===== src/rtl/mrdr_pkg.sv =====
// Purpose: Shared constants and types for the microwave relay driver register bank
// Assumes: 16-bit host word bus, byte offsets as printed, 25 MHz system clock
package mrdr_pkg;
  localparam int MRDR_ADDR_W = 5;
  localparam int MRDR_DATA_W = 16;
  localparam int MRDR_SLOTS = 4;
  localparam int MRDR_SLOT_BITS = 8;
  localparam int MRDR_RB_BITS = 6;
  // Printed offsets
  localparam logic [4:0] MRDR_OFF_BANK_LOW = 5'h00;
  localparam logic [4:0] MRDR_OFF_BANK_HIGH = 5'h02;
  localparam logic [4:0] MRDR_OFF_UNUSED_A = 5'h04;
  localparam logic [4:0] MRDR_OFF_IDENTITY = 5'h06;
  localparam logic [4:0] MRDR_OFF_UNUSED_B = 5'h08;
  // Latching variant words, chosen offsets
  localparam logic [4:0] MRDR_OFF_DELAY = 5'h0A;
  localparam logic [4:0] MRDR_OFF_RB_LOW = 5'h0C;
  localparam logic [4:0] MRDR_OFF_RB_HIGH = 5'h0E;
  localparam logic [4:0] MRDR_OFF_AUX_LOW = 5'h10;
  localparam logic [4:0] MRDR_OFF_AUX_HIGH = 5'h12;
  localparam logic [4:0] MRDR_OFF_STATUS = 5'h14;
  // Field positions within a latching slot byte
  localparam int MRDR_RST_BIT = 7;
  // Reset values
  localparam logic [15:0] MRDR_RST_WORD = 16'h0000;
  localparam logic [15:0] MRDR_RST_DELAY = 16'h0000;
  localparam logic [15:0] MRDR_UNMAPPED = 16'h0000;
  typedef enum logic [1:0] {MRDR_IDLE, MRDR_CLEAR, MRDR_SET} mrdr_phase_t;
endpackage


===== src/rtl/mrdr_coil_if.sv =====
`timescale 1ns/1ps
// Purpose: Start/busy handshake between the bank and one coil sequencer
// Assumes: Single clock domain
// Notes: start is a one-cycle pulse
interface mrdr_coil_if;
  logic start;
  logic [5:0] channel;
  logic busy;
  logic [7:0] coil;
  modport bank (output start, output channel, input busy, input coil);
  modport seq (input start, input channel, output busy, output coil);
endinterface


===== src/rtl/mrdr_relay_regs.sv =====
`timescale 1ns/1ps
// Purpose: Relay driver register bank, non-latching and latching variants
// Assumes: Synchronous 16-bit word access; identity and readback pins asynchronous
// Notes: LATCHING selects the variant at elaboration
module mrdr_relay_regs
  import mrdr_pkg::*;
#(
  parameter bit LATCHING = 1'b0
)(
  input wire logic clk_sys,
  input wire logic rst_n,
  input wire logic [mrdr_pkg::MRDR_ADDR_W-1:0] reg_addr,
  input wire logic reg_wr,
  input wire logic reg_rd,
  input wire logic [mrdr_pkg::MRDR_DATA_W-1:0] reg_wdata,
  output logic [mrdr_pkg::MRDR_DATA_W-1:0] reg_rdata,
  output logic reg_ack,
  output logic [31:0] relay_drive,
  output logic [31:0] aux_drive,
  input wire logic [15:0] slot_identity,
  input wire logic [23:0] position_readback_bit
);
  // Elaboration-time guard: the bank words cover exactly 32 relay bits
  if (MRDR_SLOTS * MRDR_SLOT_BITS != 32) begin : g_bad_layout
    $error("mrdr: slot layout must cover 32 relays");
  end

  logic [15:0] bank_lo_q, bank_lo_d, bank_hi_q, bank_hi_d;
  logic [15:0] aux_lo_q, aux_lo_d, aux_hi_q, aux_hi_d;
  logic [15:0] delay_q, delay_d;
  logic [15:0] rdata_q, rdata_d;
  logic ack_q, ack_d;
  logic [31:0] drive_q, drive_d;
  logic [31:0] aux_q;
  logic [15:0] id_s1_q, id_s2_q;
  logic [23:0] rb_s1_q, rb_s2_q;
  logic [MRDR_SLOTS-1:0] start, busy;
  logic [31:0] coils;

  // Address match used by both the write and read paths
  function automatic logic hit(input logic [4:0] a, input logic [4:0] off);
    return a == off;
  endfunction

  // ----------------------------------------
  // Pin synchronisers
  // ----------------------------------------
  // Identity straps and readback contacts are outside the clock domain
  always_ff @(posedge clk_sys) begin
    if (!rst_n) begin
      id_s1_q <= 16'h0000;
      id_s2_q <= 16'h0000;
      rb_s1_q <= 24'h000000;
      rb_s2_q <= 24'h000000;
    end else begin
      id_s1_q <= slot_identity;
      id_s2_q <= id_s1_q;
      rb_s1_q <= position_readback_bit;
      rb_s2_q <= rb_s1_q;
    end
  end

  // ----------------------------------------
  // Register writes
  // ----------------------------------------
  // Whole-word writes so every covered relay changes together, except latching slots still busy
  always_comb begin
    bank_lo_d = bank_lo_q;
    bank_hi_d = bank_hi_q;
    aux_lo_d = aux_lo_q;
    aux_hi_d = aux_hi_q;
    delay_d = delay_q;
    start = '0;
    if (reg_wr) begin
      if (hit(reg_addr, MRDR_OFF_BANK_LOW)) bank_lo_d = reg_wdata;
      if (hit(reg_addr, MRDR_OFF_BANK_HIGH)) bank_hi_d = reg_wdata;
      if (LATCHING) begin
        if (hit(reg_addr, MRDR_OFF_DELAY)) delay_d = reg_wdata;
        if (hit(reg_addr, MRDR_OFF_AUX_LOW)) aux_lo_d = reg_wdata;
        if (hit(reg_addr, MRDR_OFF_AUX_HIGH)) aux_hi_d = reg_wdata;
        // Each slot byte written starts a sequence unless already busy
        if (hit(reg_addr, MRDR_OFF_BANK_LOW)) start[1:0] = ~busy[1:0];
        if (hit(reg_addr, MRDR_OFF_BANK_HIGH)) start[3:2] = ~busy[3:2];
      end
    end
  end

  // ----------------------------------------
  // Per-slot coil sequencers
  // ----------------------------------------
  generate
    for (genvar s = 0; s < MRDR_SLOTS; s++) begin : g_slot
      mrdr_coil_if cif();
      logic [31:0] word;
      assign word = {bank_hi_d, bank_lo_d};
      assign cif.start = start[s];
      // Low six bits of a slot byte pick the channel
      assign cif.channel = word[s*MRDR_SLOT_BITS +: MRDR_RB_BITS];
      assign busy[s] = cif.busy;
      assign coils[s*MRDR_SLOT_BITS +: MRDR_SLOT_BITS] = cif.coil;
      mrdr_coil_seq u_seq (
        .clk_sys(clk_sys),
        .rst_n(rst_n),
        .delay(delay_q),
        .cif(cif)
      );
    end
  endgenerate

  // ----------------------------------------
  // Read path and output drive
  // ----------------------------------------
  always_comb begin
    rdata_d = rdata_q;
    ack_d = reg_wr | reg_rd;
    drive_d = LATCHING ? coils : {bank_hi_q, bank_lo_q}; // Pulses only when latching
    if (reg_rd) begin
      rdata_d = MRDR_UNMAPPED; // Unused words and unmapped read as zero
      if (hit(reg_addr, MRDR_OFF_BANK_LOW)) rdata_d = bank_lo_q;
      if (hit(reg_addr, MRDR_OFF_BANK_HIGH)) rdata_d = bank_hi_q;
      if (hit(reg_addr, MRDR_OFF_IDENTITY) && !LATCHING) rdata_d = id_s2_q; // Slot one lowest
      if (LATCHING) begin
        if (hit(reg_addr, MRDR_OFF_DELAY)) rdata_d = delay_q;
        // Readback: six bits per slot, two slots per word
        if (hit(reg_addr, MRDR_OFF_RB_LOW)) rdata_d = {2'b00, rb_s2_q[11:6], 2'b00, rb_s2_q[5:0]};
        if (hit(reg_addr, MRDR_OFF_RB_HIGH)) rdata_d = {2'b00, rb_s2_q[23:18], 2'b00, rb_s2_q[17:12]};
        if (hit(reg_addr, MRDR_OFF_AUX_LOW)) rdata_d = aux_lo_q;
        if (hit(reg_addr, MRDR_OFF_AUX_HIGH)) rdata_d = aux_hi_q;
        if (hit(reg_addr, MRDR_OFF_STATUS)) rdata_d = {12'h000, busy};
      end
    end
  end

  always_ff @(posedge clk_sys) begin
    if (!rst_n) begin
      bank_lo_q <= MRDR_RST_WORD;
      bank_hi_q <= MRDR_RST_WORD;
      aux_lo_q <= MRDR_RST_WORD;
      aux_hi_q <= MRDR_RST_WORD;
      delay_q <= MRDR_RST_DELAY;
      rdata_q <= 16'h0000;
      ack_q <= 1'b0;
      drive_q <= 32'h00000000;
      aux_q <= 32'h00000000;
    end else begin
      bank_lo_q <= bank_lo_d;
      bank_hi_q <= bank_hi_d;
      aux_lo_q <= aux_lo_d;
      aux_hi_q <= aux_hi_d;
      delay_q <= delay_d;
      rdata_q <= rdata_d;
      ack_q <= ack_d;
      drive_q <= drive_d;
      aux_q <= {aux_hi_q, aux_lo_q};
    end
  end

  assign reg_rdata = rdata_q;
  assign reg_ack = ack_q;
  assign relay_drive = drive_q;
  assign aux_drive = aux_q;
endmodule // mrdr_relay_regs


===== src/rtl/mrdr_coil_seq.sv =====
`timescale 1ns/1ps
// Purpose: Clear-then-set coil pulse sequencer for one latching slot
// Assumes: Delay value stable while busy
// Notes: Coil bit 7 is the slot's reset coil
module mrdr_coil_seq
  import mrdr_pkg::*;
(
  input wire logic clk_sys,
  input wire logic rst_n,
  input wire logic [15:0] delay,
  mrdr_coil_if.seq cif
);
  mrdr_phase_t phase_q, phase_d;
  logic [15:0] cnt_q, cnt_d;
  logic [5:0] chan_q, chan_d;
  logic [7:0] coil_q, coil_d;

  // ----------------------------------------
  // Sequence: reset coil pulse, then channel pulse
  // ----------------------------------------
  always_comb begin
    phase_d = phase_q;
    cnt_d = cnt_q;
    chan_d = chan_q;
    coil_d = coil_q;
    case (phase_q)
      MRDR_IDLE: begin
        coil_d = 8'h00;
        // Same channel again still clears first
        if (cif.start) begin
          phase_d = MRDR_CLEAR;
          chan_d = cif.channel;
          cnt_d = delay;
          coil_d = 8'h80;
        end
      end
      MRDR_CLEAR: begin
        if (cnt_q == 16'h0000) begin
          phase_d = MRDR_SET;
          cnt_d = delay;
          coil_d = {2'b00, chan_q};
        end else begin
          cnt_d = cnt_q - 16'h0001;
        end
      end
      MRDR_SET: begin
        if (cnt_q == 16'h0000) begin
          phase_d = MRDR_IDLE;
          coil_d = 8'h00; // Release after delay
        end else begin
          cnt_d = cnt_q - 16'h0001;
        end
      end
      default: begin
        phase_d = MRDR_IDLE;
        coil_d = 8'h00;
      end
    endcase
  end

  // Registers; nothing here pulses on its own at reset
  always_ff @(posedge clk_sys) begin
    if (!rst_n) begin
      phase_q <= MRDR_IDLE;
      cnt_q <= 16'h0000;
      chan_q <= 6'h00;
      coil_q <= 8'h00;
    end else begin
      phase_q <= phase_d;
      cnt_q <= cnt_d;
      chan_q <= chan_d;
      coil_q <= coil_d;
    end
  end

  assign cif.busy = (phase_q != MRDR_IDLE);
  assign cif.coil = coil_q;
endmodule // mrdr_coil_seq


===== config.mk =====
export PLATFORM = sky130hd
export DESIGN_NAME = mrdr_relay_regs
export DESIGN_NICKNAME = d
export VERILOG_FILES = /design/src/rtl/mrdr_pkg.sv /design/src/rtl/mrdr_coil_if.sv /design/src/rtl/mrdr_relay_regs.sv /design/src/rtl/mrdr_coil_seq.sv
export SDC_FILE = /design/constraint.sdc
export NUM_CORES = 1
export LEC_CHECK = 0
export BUFFER_PORTS_ARGS = -buffer_cell sky130_fd_sc_hd__buf_2
export CORE_AREA = 2 2 102 104
export CTS_CLUSTER_DIAMETER = 60
export DETAILED_ROUTE_END_ITERATION = 6
export DIE_AREA = 0 0 104 106
export HOLD_SLACK_MARGIN = 0.08
export PLACE_DENSITY = 0.79
export SYNTH_ARGS = -nofsm -noshare
export SYNTH_HDL_FRONTEND = slang
export SYNTH_SLANG_ARGS = --single-unit

===== constraint.sdc =====
create_clock -name clk_sys -period 1.55 [get_ports clk_sys]
set_input_delay 0.465 -clock clk_sys [delete_from_list [all_inputs] [get_ports clk_sys]]
set_output_delay 0.465 -clock clk_sys [all_outputs]
set_load 0.005 [all_outputs]

==> results.yml <==
status:
  status: "completed"
worst_setup_path:
  cp_slowest_stage_delay_ns: 0.38
  worstSetupStartpointType: "flop"
  crit_type: "reg -> out"
  critPathSlowestCell: "dfxtp_1"
  endpoint: "reg_rdata[7]"
  crit_family: "flip-flops"
  arrival_ns: 1.02
  critPathBufInv: 1
  r2r_setup_slack_ns: 0.64
  crit-reg2reg-capture: "reg_rdata[1]"
  end_kind: "output port"
  cp_cell_sequence: "buf_2"
  crit_path_start: "reg_rdata[7]"
  worst-path-stages: 1
  worstRegToRegCells: 2
  reg2reg_from: "id_s2_q[1]"
  required_ns: 1.08
  cp_max_fo: 3
clock_network:
  postCtsSetupRepairBufs: 0
  cts.sinks: 113
  cts_tree: "done"
  clk_path_buf_depth: 2
  postCtsHoldBufs: 0
  root_buffer: "clkbuf_8"
  htreeDepth: 4
  numCtsBuffers: 17
  clock_latency_ns: 0.50
  clk_pin_slew_ns: 0.05
synth:
  synth-xor-area-share_pct: 0
  synth_area_leaders: "dfxtp_1 (51%), mux2i_1 (7.3%), nand2_1 (5.5%)"
  synth_edf_count: 0
  syn_area_um2: 4400
  ys_seq_area_share_pct: 51.4
  async_flop_share_pct: 0
  synthMostInstantiatedCell: "dfxtp_1"
  synth_seq_cells: 113
  synthAdderAreaFrac_pct: 0
  syn_inst: 444
  synth_top_family_by_area: "simple AND/OR/NAND/NOR gates"
  synth-simple-area-share_pct: 17.3
  muxShareOfSynthArea_pct: 7.28
  yosys.area.top_type: "dfxtp_1"
  yosysWarnings: 0
  ys.flop_type: "dfxtp_1"
  avgSynthCellArea_um2: 9.91
  ys_types: 26
  netlist_top_cells_count: "dfxtp_1 (113), nand2_1 (65), and2_1 (34)"
  synth-compound-area-share_pct: 12.0
  synth_top_area_share_pct: 51.4
placed_design:
  port_buffers: 89
  place_congestion: 0.796
  dp.cells: 657
  place_hpwl_mm: 6.33
  pre_cts_ws_ns: -0.230
layout:
  final_util_pct: 54.7
  multi_input_area_um2: 1730
  finalNetCount: 605
  final_cells: 689
  syn_to_final_growth_pct: 24.3
  fillers: 930
  regArea_um2: 2260
  drive_gt1_share_pct: 27.8
  diodes: 0
sta:
  fmax_mhz: 674
  drv_slew: 0
  rsz0062_at_grt: "false"
  relSlewSlack_pct: 63.8
  worst_pin_slew_ns: 0.542
  fin_crit_ns: 1.48
  skew_ns: 0.00577
  setup_viol: 0
  fin_ws_ns: 0.0670
  min_period_over_period_pct: 95.7
  hold_viol: 0
routing:
  drtIter0Drc: 124
  drc: 0
  drt-pass1-iter-count: 6
  routed_via_density: 4.61
  num_vias: 3174
  wirelength_mm: 9.10
  wl_per_cell_um: 13.2
  drtAntennaViolNets: 0
worst_hold_path:
  hold_start: "slot_identity[9]"
  hp-class: "in -> reg"
floorplan:
  io_pins: 146
  rows: 37
  fp.coreArea_um2: 10000
  die_area_um2: 11000
  start_util_pct: 44.0
  die_height_um: 106
  die_w_um: 104
job:
  maxCapViolCount: 0
global_route:
  grt_max_degree: 37
  grt_antenna_before_repair: 0
  grt_pass1_wl_mm: 14.9
  grt_usage_pct: 17.1
  grt_pass1_vias: 3037
  overflow: 0
power_and_ir_drop:
  irDropWorstVdd_mv: 0.590
  power_density_nw_per_um2: 1230
  power_leakage_uw: 0.00280
-- timing repair --
item / 4_1_cts / 5_1_grt
setup endpoints to repair: 0 / 1
gates resized for setup: 0 / 1
hold endpoints to repair: 0 / 0
-- cell usage in the layout (no fill, tap or decap), types with 9 or more instances in the layout --
master / count
conb_1: 32
dfxtp_1: 112
o31ai_2: 9
nand2_1: 65
inv_1: 32
clkbuf_16: 16
and2_1: 34
a32oi_1: 16
nor3b_1: 16
buf_4: 14
o21ai_0: 16
a22oi_1: 16
nor2b_1: 11
buf_2: 89
mux2i_1: 32
-- state kept, by name, indices dropped and copies added, names as in the netlist --
signal,cells
relay_drive,32
bank_hi_q,16
bank_lo_q,16
id_s1_q,16
id_s2_q,16
reg_rdata,16
reg_ack,1
-- routing by layer --
metal	global-route usage, %	up-vias	share of wire, %
li1	-	1612	-
met1	20.9	1423	44
met2	27.7	118	48
met3	5.21	21	5.8
met4	8.01	0	2.7
met5	0	-	0
-- final cells by class --
class | count | share of cell area (%)
Inverter | 32 | 2.20
Multi-Input combinational cell | 268 | 31.6
Sequential cell | 113 | 41.4
Tap cell | 136 | 3.11
Clock buffer | 18 | 7.64
Clock inverter | 14 | 2.15
Timing Repair Buffer | 108 | 11.9
-- worst reg2reg max path, cell delays in order (launching register included) --
cell and delay [ns]:
dfxtp_1 0.30, o31ai_1 0.33, a22oi_1 0.15
-- kinds of logic (layout without fill, tap and decap cells) --
family	count (synthesis)	after routing
AO/OA/AOI/OAI	65	65
buffers and inverters	94	172
flip-flops	113	113
multiplexers	32	32
other	1	32
AND/OR/NAND/NOR	139	139
-- through the flow --
stage | area, um2 | power (uW) | hold slack, ns | setup TNS (ns)
after floorplan | 4520 | 3300 | 0.412 | 0
after global placement | 4930 | 3370 | 0.419 | -1.90
after detailed placement | 4930 | 3380 | 0.421 | -2.11
after CTS | 5470 | 6810 | 0.139 | 0
after global routing | 5470 | 7000 | 0.142 | 0
final | 5470 | 6740 | 0.162 | 0
-- worst min-delay path by stage --
stage / endpoint / slack, ns / cells after the start
2_1_floorplan: id_s2_q[0] / 0.41 / 1
3_3_place_gp: id_s2_q[2] / 0.42 / 1
3_5_place_dp: id_s2_q[2] / 0.42 / 1
4_1_cts: id_s1_q[11] / 0.14 / 2
5_1_grt: id_s1_q[10] / 0.14 / 2
6_report: id_s1_q[9] / 0.16 / 2
-- report_power, final --
group	internal, uW	switching [uW]
clock	2110	1310
sequential	2960	17.5
combinational	137	204
total	5200	1530
No activity file was read; power rests on OpenSTA's default activity.
